`src/rtl/ucnt_pkg.sv`:
```
// Shared constants and types for the up/down counter and its control driver
package ucnt_pkg;
	localparam int MAX_W = 125;
	localparam int DEF_W = 8;
	localparam int DEF_FRAC = 0;
	localparam int DEF_SAMPLE = 1;
	localparam int PERIOD_W = 16;
	localparam logic [MAX_W-1:0] DEF_INIT = 125'h0;
	localparam logic [MAX_W-1:0] DEF_STEP = 125'h1;
	localparam logic [MAX_W-1:0] DEF_TERM = 125'h64;
	localparam int MIN_W_UNSIGNED = 1;
	localparam int MIN_W_SIGNED = 2;
	// Driver register map, byte addresses on APB
	localparam logic [7:0] OFF_CTRL = 8'h00;
	localparam logic [7:0] OFF_PRESET = 8'h04;
	localparam logic [7:0] OFF_PERIOD = 8'h08;
	localparam logic [7:0] OFF_COUNT = 8'h0C;
	// Control register fields
	localparam int CTRL_CLR = 0;
	localparam int CTRL_PRE = 1;
	localparam int CTRL_GATE = 2;
	localparam int CTRL_DIR = 3;
	localparam logic [31:0] CTRL_RST = 32'h0000000C;
	localparam logic [31:0] PRESET_RST = 32'h00000000;
	localparam logic [PERIOD_W-1:0] PERIOD_RST = 16'h0001;
	typedef enum logic [1:0] {
		UCNT_FREE = 2'b01,
		UCNT_LIMITED = 2'b10
	} ucnt_mode_t;
endpackage

```
`src/rtl/ucnt_if.sv`:
```
// Connection between the counter and the logic that drives its control inputs
`timescale 1ns/1ns
interface ucnt_if #(
	parameter int W = ucnt_pkg::DEF_W
) ();
	logic clear;
	logic preset;
	logic [W-1:0] preset_val;
	logic gate;
	logic dir;
	logic sample_tick;
	logic [W-1:0] count;
	modport dev (input clear, input preset, input preset_val, input gate, input dir, input sample_tick,
		output count);
	modport drv (output clear, output preset, output preset_val, output gate, output dir, output sample_tick,
		input count);
endinterface

```
`src/rtl/ucnt_tick.sv`:
```
// Sample period generator: one-cycle tick every period clocks
`timescale 1ns/1ns
module ucnt_tick #(
	parameter int PW = ucnt_pkg::PERIOD_W
) (
	input wire logic pclk, // Clock
	input wire logic presetn, // Async reset, active low
	input wire logic [PW-1:0] period, // Clocks per sample, 0 acts as 1
	output logic tick // One-cycle sample pulse
);
	typedef struct packed {
		logic [PW-1:0] cnt;
		logic tick;
	} ucnt_tick_st_t;
	ucnt_tick_st_t s_q;
	ucnt_tick_st_t s_d;

	always_comb
	begin
		s_d = s_q;
		if ((s_q.cnt + PW'(1)) >= period)
		begin
			s_d.cnt = '0;
			s_d.tick = 1'b1;
		end
		else
		begin
			s_d.cnt = s_q.cnt + PW'(1);
			s_d.tick = 1'b0;
		end
	end

	always_ff @(posedge pclk or negedge presetn)
	begin
		if (!presetn)
			s_q <= '0;
		else
			s_q <= s_d;
	end

	assign tick = s_q.tick;
endmodule // ucnt_tick

```
`src/rtl/ucnt_counter.sv`:
```
// Counter end: steps a count by a fixed amount once per sample period
`timescale 1ns/1ns
// Overview of operation
// - Reset and limit match load initial value
// - Local clear restores initial value
// - Preset strobe loads preset value, same type
// - Gate low holds count, high resumes
// - Direction high adds the step
// - Direction low subtracts the step
// - No direction input: always add step
// - Priority: clear, preset, gate, direction
// - Width parameter, default 8, max 125
// - Fraction length parameter, default 0
// - Signedness parameter, default unsigned
// - Mode parameter, free running by default
// - Step default 1, initial default 0
// - Step nonzero and representable in type
// - Reload on exact match, default 100
// - Terminal value should differ from initial
// - Own period alone, else inputs' period
// - Each control input optional, default absent
// - Overflow and underflow wrap around
// - Matching count makes initial value next
// - Control inputs sampled on clock edge
// - All control inputs active high
module ucnt_counter #(
	parameter int W = ucnt_pkg::DEF_W, // Word length with sign
	parameter int FRAC = ucnt_pkg::DEF_FRAC, // Bits right of binary point
	parameter bit SIGNED = 1'b0, // Signed count when set
	parameter ucnt_pkg::ucnt_mode_t MODE = ucnt_pkg::UCNT_FREE, // Counting mode
	parameter logic [ucnt_pkg::MAX_W-1:0] INIT = ucnt_pkg::DEF_INIT, // Initial value
	parameter logic [ucnt_pkg::MAX_W-1:0] STEP = ucnt_pkg::DEF_STEP, // Step, two's complement
	parameter logic [ucnt_pkg::MAX_W-1:0] TERM = ucnt_pkg::DEF_TERM, // Terminal value
	parameter bit HAS_CLR = 1'b0, // Local clear input present
	parameter bit HAS_PRE = 1'b0, // Preset inputs present
	parameter bit HAS_GATE = 1'b0, // Count gate present
	parameter bit HAS_DIR = 1'b0, // Direction select present
	parameter int SAMPLE = ucnt_pkg::DEF_SAMPLE // Own sample period in clocks
) (
	input wire logic pclk, // Clock
	input wire logic presetn, // Global async reset, active low
	ucnt_if.dev bus, // Control inputs and count
	output logic [W-1:0] count, // Present count
	output logic wrapped, // Pulse: last step overflowed
	output logic reloaded, // Pulse: terminal match reloaded
	output logic cfg_bad // Level: configuration out of range
);
	localparam bit HAS_ANY = HAS_CLR | HAS_PRE | HAS_GATE | HAS_DIR;
	localparam int W_MIN = SIGNED ? ucnt_pkg::MIN_W_SIGNED : ucnt_pkg::MIN_W_UNSIGNED;
	localparam int FRAC_BITS = FRAC;
	localparam logic [W-1:0] INIT_W = INIT[W-1:0];
	localparam logic [W-1:0] STEP_W = STEP[W-1:0];
	localparam logic [W-1:0] TERM_W = TERM[W-1:0];
	localparam logic [W-1:0] MOST_NEG = {1'b1, {(W-1){1'b0}}};
	localparam bit LIMITED = (MODE == ucnt_pkg::UCNT_LIMITED);
	localparam logic [ucnt_pkg::PERIOD_W-1:0] SAMPLE_P = SAMPLE[ucnt_pkg::PERIOD_W-1:0];
	// Step of zero, most negative signed step, bad width, or limit equal to start
	localparam bit BAD = (STEP_W == '0) || (SIGNED && STEP_W == MOST_NEG) || (W < W_MIN)
		|| (W > ucnt_pkg::MAX_W) || (FRAC_BITS < 0) || (LIMITED && TERM_W == INIT_W);

	typedef struct packed {
		logic [W-1:0] count;
		logic wrapped;
		logic reloaded;
		logic cfg_bad;
	} ucnt_cnt_st_t;
	ucnt_cnt_st_t s_q;
	ucnt_cnt_st_t s_d;

	// One-hot step action chosen each cycle
	typedef enum logic [6:0] {
		ACT_IDLE = 7'b0000001,
		ACT_CLEAR = 7'b0000010,
		ACT_LOAD = 7'b0000100,
		ACT_HOLD = 7'b0001000,
		ACT_RELOAD = 7'b0010000,
		ACT_ADD = 7'b0100000,
		ACT_SUB = 7'b1000000
	} ucnt_act_t;
	ucnt_act_t act;

	logic own_tick;
	logic sample;
	logic clr_in;
	logic pre_in;
	logic gate_in;
	logic up_in;

	// Overflow of a W-bit step, unsigned by carry/borrow, signed by sign change
	function automatic logic step_wraps(input logic [W-1:0] a, input logic [W-1:0] b, input logic add);
		logic [W:0] ext;
		logic ovf;
		ext = add ? ({1'b0, a} + {1'b0, b}) : ({1'b0, a} - {1'b0, b});
		ovf = 1'b0;
		if (SIGNED)
		begin
			if (add)
				ovf = (a[W-1] == b[W-1]) && (ext[W-1] != a[W-1]);
			else
				ovf = (a[W-1] != b[W-1]) && (ext[W-1] != a[W-1]);
		end
		else
			ovf = ext[W];
		return ovf;
	endfunction

	// Fixed priority: clear, preset, gate, terminal reload, direction
	function automatic ucnt_act_t pick_action(input logic smp, input logic clr, input logic pre, input logic gte,
		input logic hit, input logic up);
		ucnt_act_t a;
		if (!smp)
			a = ACT_IDLE;
		else if (clr)
			a = ACT_CLEAR;
		else if (pre)
			a = ACT_LOAD;
		else if (!gte)
			a = ACT_HOLD;
		else if (hit)
			a = ACT_RELOAD;
		else if (up)
			a = ACT_ADD;
		else
			a = ACT_SUB;
		return a;
	endfunction

	generate
		if (HAS_ANY)
		begin : g_inherit
			assign sample = bus.sample_tick;
			assign own_tick = 1'b0;
		end
		else
		begin : g_own
			ucnt_tick #(
				.PW(ucnt_pkg::PERIOD_W)
			) u_tick (
				.pclk(pclk),
				.presetn(presetn),
				.period(SAMPLE_P),
				.tick(own_tick)
			);
			assign sample = own_tick;
		end
	endgenerate

	// Absent clear and preset read as inactive, gate as open, direction as add
	assign clr_in = HAS_CLR ? bus.clear : 1'b0;
	assign pre_in = HAS_PRE ? bus.preset : 1'b0;
	assign gate_in = HAS_GATE ? bus.gate : 1'b1;
	assign up_in = HAS_DIR ? bus.dir : 1'b1;

	always_comb
	begin
		s_d = s_q;
		s_d.wrapped = 1'b0;
		s_d.reloaded = 1'b0;
		s_d.cfg_bad = BAD;
		act = pick_action(sample, clr_in, pre_in, gate_in, LIMITED && s_q.count == TERM_W, up_in);
		unique case (act)
			ACT_IDLE:
				s_d.count = s_q.count;
			ACT_CLEAR:
				s_d.count = INIT_W;
			ACT_LOAD:
				s_d.count = bus.preset_val;
			ACT_HOLD:
				s_d.count = s_q.count;
			ACT_RELOAD:
			begin
				s_d.count = INIT_W;
				s_d.reloaded = 1'b1;
			end
			ACT_ADD:
			begin
				s_d.count = s_q.count + STEP_W;
				s_d.wrapped = step_wraps(s_q.count, STEP_W, 1'b1);
			end
			ACT_SUB:
			begin
				s_d.count = s_q.count - STEP_W;
				s_d.wrapped = step_wraps(s_q.count, STEP_W, 1'b0);
			end
		endcase
	end

	always_ff @(posedge pclk or negedge presetn)
	begin
		if (!presetn)
		begin
			s_q.count <= INIT_W;
			s_q.wrapped <= 1'b0;
			s_q.reloaded <= 1'b0;
			s_q.cfg_bad <= 1'b0;
		end
		else
			s_q <= s_d;
	end

	assign bus.count = s_q.count;
	assign count = s_q.count;
	assign wrapped = s_q.wrapped;
	assign reloaded = s_q.reloaded;
	assign cfg_bad = s_q.cfg_bad;
endmodule // ucnt_counter

```
`src/flat_wrapper.sv`:
```
// flat-port wrapper written by rule: the top's interface ports become plain ports
module ucnt_counter_flat 
#(
	parameter int W = ucnt_pkg::DEF_W,                         
	parameter int FRAC = ucnt_pkg::DEF_FRAC,                              
	parameter bit SIGNED = 1'b0,                         
	parameter ucnt_pkg::ucnt_mode_t MODE = ucnt_pkg::UCNT_FREE,                 
	parameter logic [ucnt_pkg::MAX_W-1:0] INIT = ucnt_pkg::DEF_INIT,                 
	parameter logic [ucnt_pkg::MAX_W-1:0] STEP = ucnt_pkg::DEF_STEP,                          
	parameter logic [ucnt_pkg::MAX_W-1:0] TERM = ucnt_pkg::DEF_TERM,                  
	parameter bit HAS_CLR = 1'b0,                             
	parameter bit HAS_PRE = 1'b0,                         
	parameter bit HAS_GATE = 1'b0,                      
	parameter bit HAS_DIR = 1'b0,                            
	parameter int SAMPLE = ucnt_pkg::DEF_SAMPLE                               
)
  (pclk, presetn, count, wrapped, reloaded, cfg_bad, bus_clear, bus_preset, bus_preset_val, bus_gate, bus_dir, bus_sample_tick, bus_count);
  ucnt_if #(.W(W)) bus_i ();
  input wire logic pclk;
  input wire logic presetn;
  output logic [W-1:0] count;
  output logic wrapped;
  output logic reloaded;
  output logic cfg_bad;
  input wire logic [$bits(bus_i.clear)-1:0] bus_clear;
  input wire logic [$bits(bus_i.preset)-1:0] bus_preset;
  input wire logic [$bits(bus_i.preset_val)-1:0] bus_preset_val;
  input wire logic [$bits(bus_i.gate)-1:0] bus_gate;
  input wire logic [$bits(bus_i.dir)-1:0] bus_dir;
  input wire logic [$bits(bus_i.sample_tick)-1:0] bus_sample_tick;
  output wire logic [$bits(bus_i.count)-1:0] bus_count;
  assign bus_i.clear = bus_clear;
  assign bus_i.preset = bus_preset;
  assign bus_i.preset_val = bus_preset_val;
  assign bus_i.gate = bus_gate;
  assign bus_i.dir = bus_dir;
  assign bus_i.sample_tick = bus_sample_tick;
  assign bus_count = bus_i.count;
  ucnt_counter #(.W(W), .FRAC(FRAC), .SIGNED(SIGNED), .MODE(MODE), .INIT(INIT), .STEP(STEP), .TERM(TERM), .HAS_CLR(HAS_CLR), .HAS_PRE(HAS_PRE), .HAS_GATE(HAS_GATE), .HAS_DIR(HAS_DIR), .SAMPLE(SAMPLE)) u_core (.pclk(pclk), .presetn(presetn), .bus(bus_i), .count(count), .wrapped(wrapped), .reloaded(reloaded), .cfg_bad(cfg_bad));
endmodule
```
`config.mk`:
```
export PLATFORM = sky130hd
export DESIGN_NAME = ucnt_counter_flat
export DESIGN_NICKNAME = d
export VERILOG_FILES = /design/src/rtl/ucnt_pkg.sv /design/src/rtl/ucnt_if.sv /design/src/rtl/ucnt_tick.sv /design/src/rtl/ucnt_counter.sv /design/src/flat_wrapper.sv
export SDC_FILE = /design/constraint.sdc
export NUM_CORES = 1
export LEC_CHECK = 0
export ABC_CLOCK_PERIOD_IN_PS = 4950
export BUFFER_PORTS_ARGS = -buffer_cell sky130_fd_sc_hd__buf_2
export CAP_MARGIN = 10
export CORE_MARGIN = 5
export CORE_UTILIZATION = 55
export CTS_CLUSTER_DIAMETER = 150
export DETAILED_ROUTE_END_ITERATION = 10
export PLACE_DENSITY = 0.79
export SETUP_SLACK_MARGIN = 0.05
export SLEW_MARGIN = 25
export SYNTH_ARGS = -nofsm -noshare
export SYNTH_HDL_FRONTEND = slang
export SYNTH_SLANG_ARGS = --single-unit
```
`constraint.sdc`:
```
create_clock -name pclk -period 4.95 [get_ports pclk]
set_input_delay 0.7425 -clock pclk [delete_from_list [all_inputs] [get_ports pclk]]
set_output_delay 0.7425 -clock pclk [all_outputs]
set_load 0.02 [all_outputs]
```
# After elaboration in Yosys (flattened, before gate mapping)
# Index checks and enable logic that the tools add are counted.
[op_classes]
add_sub_neg = 5
multipliers = 0
div = 0
order_cmp = 1
eq_ne = 7
shifts = 0
muxes = 5
n_bitwise = 0
n_reduce_logical = 2
[ops]
columns = ["op", "count"]
rows = [
  ["one-hot mux 8 bit (4 select lines)", 1],
  ["two-way mux 17 bit", 1],
  ["adder 16 x 1 -> 16 bit, second input constant", 1],
  ["greater-or-equal comparator 16 x 1 -> 1 bit, second input constant", 1],
  ["adder 8 x 1 -> 9 bit, second input constant", 1],
  ["subtractor 8 x 1 -> 9 bit, second input constant", 1],
  ["adder 8 x 1 -> 8 bit, second input constant", 1],
  ["subtractor 8 x 1 -> 8 bit, second input constant", 1],
  ["== test 7 x 1 -> 1 bit, second input constant", 1],
  ["== test 7 x 2 -> 1 bit, second input constant", 1],
  ["== test 7 x 3 -> 1 bit, second input constant", 1],
  ["== test 7 x 4 -> 1 bit, second input constant", 1],
  ["== test 7 x 5 -> 1 bit, second input constant", 1],
  ["== test 7 x 6 -> 1 bit, second input constant", 1],
  ["== test 7 bit, second input constant", 1],
  ["two-way mux 6 bit", 1],
  ["OR reduction 2 bit", 2],
  ["one-hot mux 1 bit (2 select lines)", 1],
  ["two-way mux 1 bit", 1],
]
[word_totals]
regBits = 27
latchBits = 0
ramBits = 0
mem_bits_ro = 0
inputBits = 15
out_inout_bits = 19
word_cells = 25
n_memories = 0

# Longest topological paths before layout
# Gate-level depths: netlist of the first run.
[logic_depth]
ltp_word = 4
depth_mapped = 6

# By module
# From an unflattened synthesis of the first run, not the netlist that was laid out.
[unflattened]
cells_unflattened = 175
hier_area_um2 = 1881.8
[modules_own_cells]
columns = ["module", "instances", "cells_per_inst", "area_each_um2"]
rows = [
  ["ucnt_tick", 1, 134, 1425.1],
  ["ucnt_counter", 1, 41, 456.7],
]

# Worst setup path after synthesis of the first run
# OpenSTA, ideal clock, no wires.
[synth_path]
path_type = "flip-flop to flip-flop"
startpoint = "register u_core.g_own.u_tick.s_q[1] in the netlist's numbering"
endpoint = "register u_core.g_own.u_tick.s_q, in the netlist u_core.g_own.u_tick.tick"
t_arrival_ns = 1.883
required_ns = 4.811
slack_ns = 2.929
path_stages_with_launch = 7
path_buffers = 0
period_less_slack_ns = 2.021
path_cell_list = "dfrtp_1 ha_1 and3_1 and2_2 a211oi_1 o32ai_1 or4_1"
[synth_rtl]
columns = ["element", "line_no", "text"]
rows = [
  ["start: declaration", "ucnt_tick.sv:15", "ucnt_tick_st_t s_q;"],
  ["start signal: assignment", "ucnt_tick.sv:36", "s_q <= '0;"],
  ["start signal: assignment", "ucnt_tick.sv:38", "s_q <= s_d;"],
]

==> results.sh, run 1 <==
export IMPL_clock_skew_ps=6.71
export IMPL_die_h_um=57.7
export IMPL_seq_area_frac_synth=0.521
export IMPL_post_route_period_util=0.450
export IMPL_min_path_type="in -> async"
export IMPL_hold_viol=0
export IMPL_totalWireLength_um=2150
export IMPL_initial_utilization=0.570
export IMPL_firstDrtPassIters=4
export IMPL_cp_arrival_ps=2410
export IMPL_rr_endpoint="u_core.g_own.u_tick.tick$_DFF_PN0_"
export IMPL_synth_seq_cells=26
export IMPL_fin_area_um2=1390
export IMPL_cts_setup_buffers=0
export IMPL_synth_cells=113
export IMPL_vias_per_cell=5.47
export IMPL_reg2regPathDepth=6
export IMPL_powerDensity_nw_per_um2=247
export IMPL_dr_first_iter_drc_count=23
export IMPL_drcViolationCount=0
export IMPL_cts_resized=0
export IMPL_cts_sinks=26
export IMPL_fin_tns_setup_ps=0
export IMPL_grt_max_degree=27
export IMPL_p_total_uw=344
export IMPL_path_class="reg -> reg"
export IMPL_first_global_vias=887
export IMPL_ant_nets=0
export IMPL_placedInstanceArea_um2=1360
export IMPL_power_share_combinational=0.049
export IMPL_slew_headroom=0.625
export IMPL_die_w_um=57.7
export IMPL_portBuffers=18
export IMPL_setup_ws_ps=2720
export IMPL_grt_pass1_wl_um=3800
export IMPL_switching_share=0.218
export IMPL_cp_start_kind="flip-flop"
export IMPL_ys_flop_type="dfrtp_1"
export IMPL_layout_drive_gt1_share=0.207
export IMPL_critPathCapture="u_core.g_own.u_tick.tick$_DFF_PN0_"
export IMPL_setup_viol=0
export IMPL_yosysUniqueCellTypes=31
export IMPL_ys_warn_count=0
export IMPL_crit_fanout=6
export IMPL_rsz0062_at_grt="false"
export IMPL_crit_start="u_core.g_own.u_tick.s_q[1]$_DFF_PN0_"
export IMPL_hold_ws_ps=396
export IMPL_wl_per_cell_um=12.8
export IMPL_intPower_uw=269
export IMPL_p_seq_frac=0.658
export IMPL_async_flop_share=1.00
export IMPL_place_gp_congestion=0.788
export IMPL_num_antenna_cells=0
export IMPL_utilization=0.635
export IMPL_tightest_slew_ps=555
export IMPL_reg2reg_setup_slack_ps=2720
export IMPL_worstPathRequired_ps=5130
export IMPL_syn_cell_area_um2=1250
export IMPL_hpwl_um=1640
export IMPL_outcome="complete, no violations"
export IMPL_clk_latency_ps=310
export IMPL_num_vias=919
export IMPL_clockBufferDepth=2
export IMPL_cts_tree="built"
export IMPL_reg2reg_from="u_core.g_own.u_tick.s_q[1]$_DFF_PN0_"
export IMPL_switching_power_uw=74.9
export IMPL_crit_path_end_kind="flip-flop"
export IMPL_area_delta_synth_final_pct=11.4
export IMPL_preCtsSetupSlack_ps=2770
export IMPL_cap_violations=0
export IMPL_design_core_area_um2=2190
export IMPL_ios=34
export IMPL_drv_slew=0
export IMPL_place_inst=164
export IMPL_root_buffer="clkbuf_4"
export IMPL_synth_edf_count=0
export IMPL_instances_no_fill=168
export IMPL_hold_buffers=0
export IMPL_p_leak_nw=0.651
export IMPL_path_clk_slew_ps=130
export IMPL_grt_overflow_total=0
export IMPL_htreeDepth=1
export IMPL_max_freq_mhz=449
export IMPL_grt_usage=0.144
export IMPL_irDropWorstVdd_mv=0.244
export IMPL_syn_mean_instance_area_um2=11.1
export IMPL_dieArea_um2=3320
export IMPL_numCtsBuffers=3
export IMPL_antenna_found_initial=0
export IMPL_fillers=181
export IMPL_fin_nets=160
export IMPL_clkPwrFrac=0.293
export IMPL_row_count=17
export IMPL_finalCriticalPeriod_ps=2230
==> routing by layer <==
layer / wire length [um] / global-route usage
met2: 1080 / 0.256
met4: 21 / 0.0497
met1: 905 / 0.173
met5: 0 / 0
met3: 139 / 0.0290
==> cells by family (layout without fill, tap and decap cells) <==
group,Yosys count,count (layout),synth area share
multiplexers,2,2,0.0180
buffers and inverters,13,25,0.0691
XOR/XNOR,9,9,0.0631
flip-flops,26,26,0.521
other,1,16,0.00300
AO/OA/AOI/OAI,15,15,0.0942
adder cells (fa/ha/maj),4,4,0.0401
AND/OR/NAND/NOR,43,43,0.191
==> state kept, by name (all words and copies together) (netlist names) <==
name,cells
u_core.bus.count,8
u_core.g_own.u_tick.s_q,16
u_core.g_own.u_tick.tick,1
u_core.wrapped,1
==> Yosys cell counts (all sizes together), types with 2 or more instances <==
cell type / n / share of area
a211o: 2 / 0.015
a311oi: 3 / 0.021
a31oi: 3 / 0.015
and2: 2 / 0.011
and3: 6 / 0.033
buf: 10 / 0.060
dfrtp: 26 / 0.52
ha: 4 / 0.040
inv: 3 / 0.0090
mux2: 2 / 0.018
nand2: 6 / 0.018
nand3: 5 / 0.020
nand4: 8 / 0.040
nor2: 8 / 0.024
nor3b: 2 / 0.012
nor4: 3 / 0.015
o32ai: 2 / 0.014
xnor2: 5 / 0.035
xor2: 4 / 0.028
==> cell type report <==
type                            count  area (um^2)  share of cell area
Timing Repair Buffer               18         90.1              0.0647
Clock buffer                        4         36.3              0.0261
Inverter                            3         11.3             0.00809
Sequential cell                    26          651               0.468
Multi-Input combinational cell     89          568               0.408
Tap cell                           28         35.0              0.0252
==> layout by cell type (no fill, tap or decap), types with 2 or more instances in the layout <==
cell type	n
a311oi_1	3
xnor2_1	5
nor3b_1	2
dfrtp_1	26
and3_2	3
conb_1	16
nand2_1	6
nor4_1	3
xor2_1	4
nand4_1	8
a31oi_1	3
clkbuf_4	3
nand3_1	5
ha_1	4
mux2_2	2
o32ai_1	2
and3_1	3
nor2_1	8
buf_2	18
inv_1	3
==> power groups by stage <==
stage / logic (mW) / clock network (mW) / registers [mW]
4_1_cts: 0.0169 / 0.105 / 0.226
6_report: 0.0170 / 0.101 / 0.226
2_1_floorplan: 0.0123 / 0 / 0.228
5_1_grt: 0.0197 / 0.118 / 0.227
3_3_place_gp: 0.0162 / 0 / 0.229
3_5_place_dp: 0.0169 / 0 / 0.230
==> worst max-delay path: stages (launching register included) <==
cell and delay, ps:
dfrtp_1 460, ha_1 290, and3_1 220, and2_2 210, a211oi_1 230, o32ai_1 160, or4_1 530
==> worst min path at each step <==
stage | start | endpoint | slack [ps]
global route | presetn | u_core.g_own.u_tick.s_q[7]$_DFF_PN0_ | 410
detailed placement | u_core.bus.count[7]$_DFFE_PN0P_ | u_core.bus.count[7]$_DFFE_PN0P_ | 490
global placement | u_core.bus.count[7]$_DFFE_PN0P_ | u_core.bus.count[7]$_DFFE_PN0P_ | 500
finish | presetn | u_core.g_own.u_tick.s_q[7]$_DFF_PN0_ | 400
CTS | presetn | u_core.g_own.u_tick.s_q[7]$_DFF_PN0_ | 400
floorplan | presetn | u_core.bus.count[0]$_DFFE_PN0P_ | 450
Power figures use the tool's default switching activity.
==> run 2: changes to the inputs <==
--- a/config.mk
+++ b/config.mk
@@ -5,14 +5,14 @@
 export SDC_FILE = /design/constraint.sdc
 export NUM_CORES = 1
 export LEC_CHECK = 0
-export ABC_CLOCK_PERIOD_IN_PS = 4950
+export ABC_CLOCK_PERIOD_IN_PS = 2100
 export BUFFER_PORTS_ARGS = -buffer_cell sky130_fd_sc_hd__buf_2
 export CAP_MARGIN = 10
 export CORE_MARGIN = 5
-export CORE_UTILIZATION = 55
+export CORE_UTILIZATION = 51
 export CTS_CLUSTER_DIAMETER = 150
 export DETAILED_ROUTE_END_ITERATION = 10
-export PLACE_DENSITY = 0.79
+export PLACE_DENSITY = 0.74
 export SETUP_SLACK_MARGIN = 0.05
 export SLEW_MARGIN = 25
 export SYNTH_ARGS = -nofsm -noshare
==> constraint.sdc (replaced) <==
create_clock -name pclk -period 2.1 [get_ports pclk]
set_input_delay 0.315 -clock pclk [delete_from_list [all_inputs] [get_ports pclk]]
set_output_delay 0.315 -clock pclk [all_outputs]
set_load 0.02 [all_outputs]
==> run 2 against run 1 <==
Net effect: non-clock buffer count grew 5; via count grew 5.3%; global-route usage shrank 0.32 points; largest power group unchanged; clock power grew 140%; clock skew shrank 2.4 ps; maximum frequency grew 12%; sequential share of layout area shrank 2.2 points; total power grew 140%; cell count grew 4.2%; die area grew 6.4%; highest routed layer unchanged; first-iteration DRC count grew 70%; critical endpoint unchanged; setup slack lost 2600 ps.
==> results.sh, run 2 (same netlist as run 1, synthesis figures left out) <==
export IMPL_fin_nets=165
export IMPL_hpwl_um=1720
export IMPL_utilization=0.606
export IMPL_hold_viol=0
export IMPL_placedInstanceArea_um2=1390
export IMPL_ios=34
export IMPL_p_leak_nw=0.679
export IMPL_cpMostUsedCell="o32ai_2"
export IMPL_fin_tns_setup_ps=0
export IMPL_preCtsSetupSlack_ps=63.5
export IMPL_area_delta_synth_final_pct=17.0
export IMPL_place_gp_congestion=0.803
export IMPL_fin_area_um2=1460
export IMPL_dr_first_iter_drc_count=39
export IMPL_setup_ws_ps=108
export IMPL_die_h_um=59.5
export IMPL_cts_setup_buffers=0
export IMPL_slew_headroom=0.637
export IMPL_path_cells="ha_2 -> nand4_1 -> or3_4 -> o32ai_2 -> o32ai_2 -> or4_1"
export IMPL_portBuffers=18
export IMPL_reg2reg_setup_slack_ps=110
export IMPL_setup_viol=0
export IMPL_post_route_period_util=0.948
export IMPL_clk_latency_ps=320
export IMPL_first_global_vias=907
export IMPL_num_vias=968
export IMPL_antenna_found_initial=0
export IMPL_cap_violations=0
export IMPL_cp_start_kind="flip-flop"
export IMPL_grt_usage=0.141
export IMPL_clock_skew_ps=4.34
export IMPL_worstPathRequired_ps=2310
export IMPL_outcome="complete, no violations"
export IMPL_irDropWorstVdd_mv=0.557
export IMPL_reg_largest_list="u_core.g_own.u_tick.s_q x16, u_core.bus.count x8"
export IMPL_largest_reg_flops=16
export IMPL_drv_slew=0
export IMPL_grt_max_degree=27
export IMPL_crit_path_end_kind="flip-flop"
export IMPL_drcViolationCount=0
export IMPL_num_antenna_cells=0
export IMPL_crit_start="u_core.g_own.u_tick.s_q[2]$_DFF_PN0_"
export IMPL_initial_utilization=0.518
export IMPL_dieArea_um2=3540
export IMPL_design_core_area_um2=2410
export IMPL_die_w_um=59.5
export IMPL_grt_overflow_total=0
export IMPL_max_stage_delay_ps=500
export IMPL_ant_nets=0
export IMPL_powerDensity_nw_per_um2=565
export IMPL_final_cell_mix="dfrtp_1 (26), buf_2 (18), conb_1 (16), nor2_1 (8), nand4_1 (8)"
export IMPL_path_class="reg -> reg"
export IMPL_crit_path_top_delay_cell="or4_1"
export IMPL_grt_pass1_wl_um=3750
export IMPL_regMostFlops="u_core.g_own.u_tick.s_q"
export IMPL_layout_commonest_cell="dfrtp_1"
export IMPL_reg2reg_from="u_core.g_own.u_tick.s_q[2]$_DFF_PN0_"
export IMPL_rr_endpoint="u_core.g_own.u_tick.tick$_DFF_PN0_"
export IMPL_numCtsBuffers=3
export IMPL_root_buffer="clkbuf_4"
export IMPL_cts_tree="built"
export IMPL_cts_sinks=26
export IMPL_firstDrtPassIters=4
export IMPL_critPathBufInv=0
export IMPL_path_clk_slew_ps=130
export IMPL_totalWireLength_um=2430
export IMPL_clockBufferDepth=2
export IMPL_tightest_slew_ps=545
export IMPL_htreeDepth=1
export IMPL_finalCriticalPeriod_ps=1990
export IMPL_row_count=18
export IMPL_instances_no_fill=175
export IMPL_cp_arrival_ps=2200
export IMPL_reg2regPathDepth=6
export IMPL_place_inst=170
export IMPL_max_freq_mhz=502
export IMPL_wl_per_cell_um=13.9
export IMPL_rsz0062_at_grt="false"
export IMPL_critPathTopFamily="simple AND/OR/NAND/NOR gates"
export IMPL_vias_per_cell=5.53
export IMPL_layout_drive_gt1_share=0.262
export IMPL_crit_fanout=4
export IMPL_min_path_type="in -> async"
-- run 2: how the worst max path moves through the flow --
stage | to | depth (start not counted)
after global routing | u_core.g_own.u_tick.tick$_DFF_PN0_ | 6
after CTS | u_core.g_own.u_tick.tick$_DFF_PN0_ | 6
after global placement | u_core.g_own.u_tick.tick$_DFF_PN0_ | 6
after floorplan | u_core.g_own.u_tick.tick$_DFF_PN0_ | 6
after detailed placement | u_core.g_own.u_tick.tick$_DFF_PN0_ | 6
final | u_core.g_own.u_tick.tick$_DFF_PN0_ | 6
-- run 2: area by class of cell --
type / count / area, um^2
Inverter: 3 / 11.3
Multi-Input combinational cell: 89 / 596
Timing Repair Buffer: 23 / 130
Clock buffer: 4 / 36.3
Tap cell: 30 / 37.5
Fill cell: 203 / 948
Sequential cell: 26 / 651
-- run 2: through the flow --
step	total power, mW	hold WS, ps
floorplan	0.566	19.4
global placement	0.580	319
detailed placement	0.582	337
CTS	0.827	516
global route	0.867	551
finish	0.826	493
-- run 2: per-layer routing --
layer / GRT usage / wire length, um
met1: 0.156 / 880
met2: 0.253 / 1290
met3: 0.0218 / 142
met4: 0.0809 / 110
met5: 0 / 0
-- run 2: what timing repair did --
| action | in CTS | in global routing |
|---|---|---|
| hold buffers | 1 | 0 |
| resized for setup | 1 | 5 |
| pin swaps | 0 | 1 |
| hold endpoints to repair | 26 | 0 |
| endpoints found under the setup margin | 1 | 3 |
-- run 2: power by group --
group / internal [mW] / switching [mW] / leakage, nW / total [mW]
sequential: 0.514 / 0.0195 / 0.316 / 0.534
clock: 0.106 / 0.140 / 0.0210 / 0.246
combinational: 0.0166 / 0.0289 / 0.342 / 0.0456
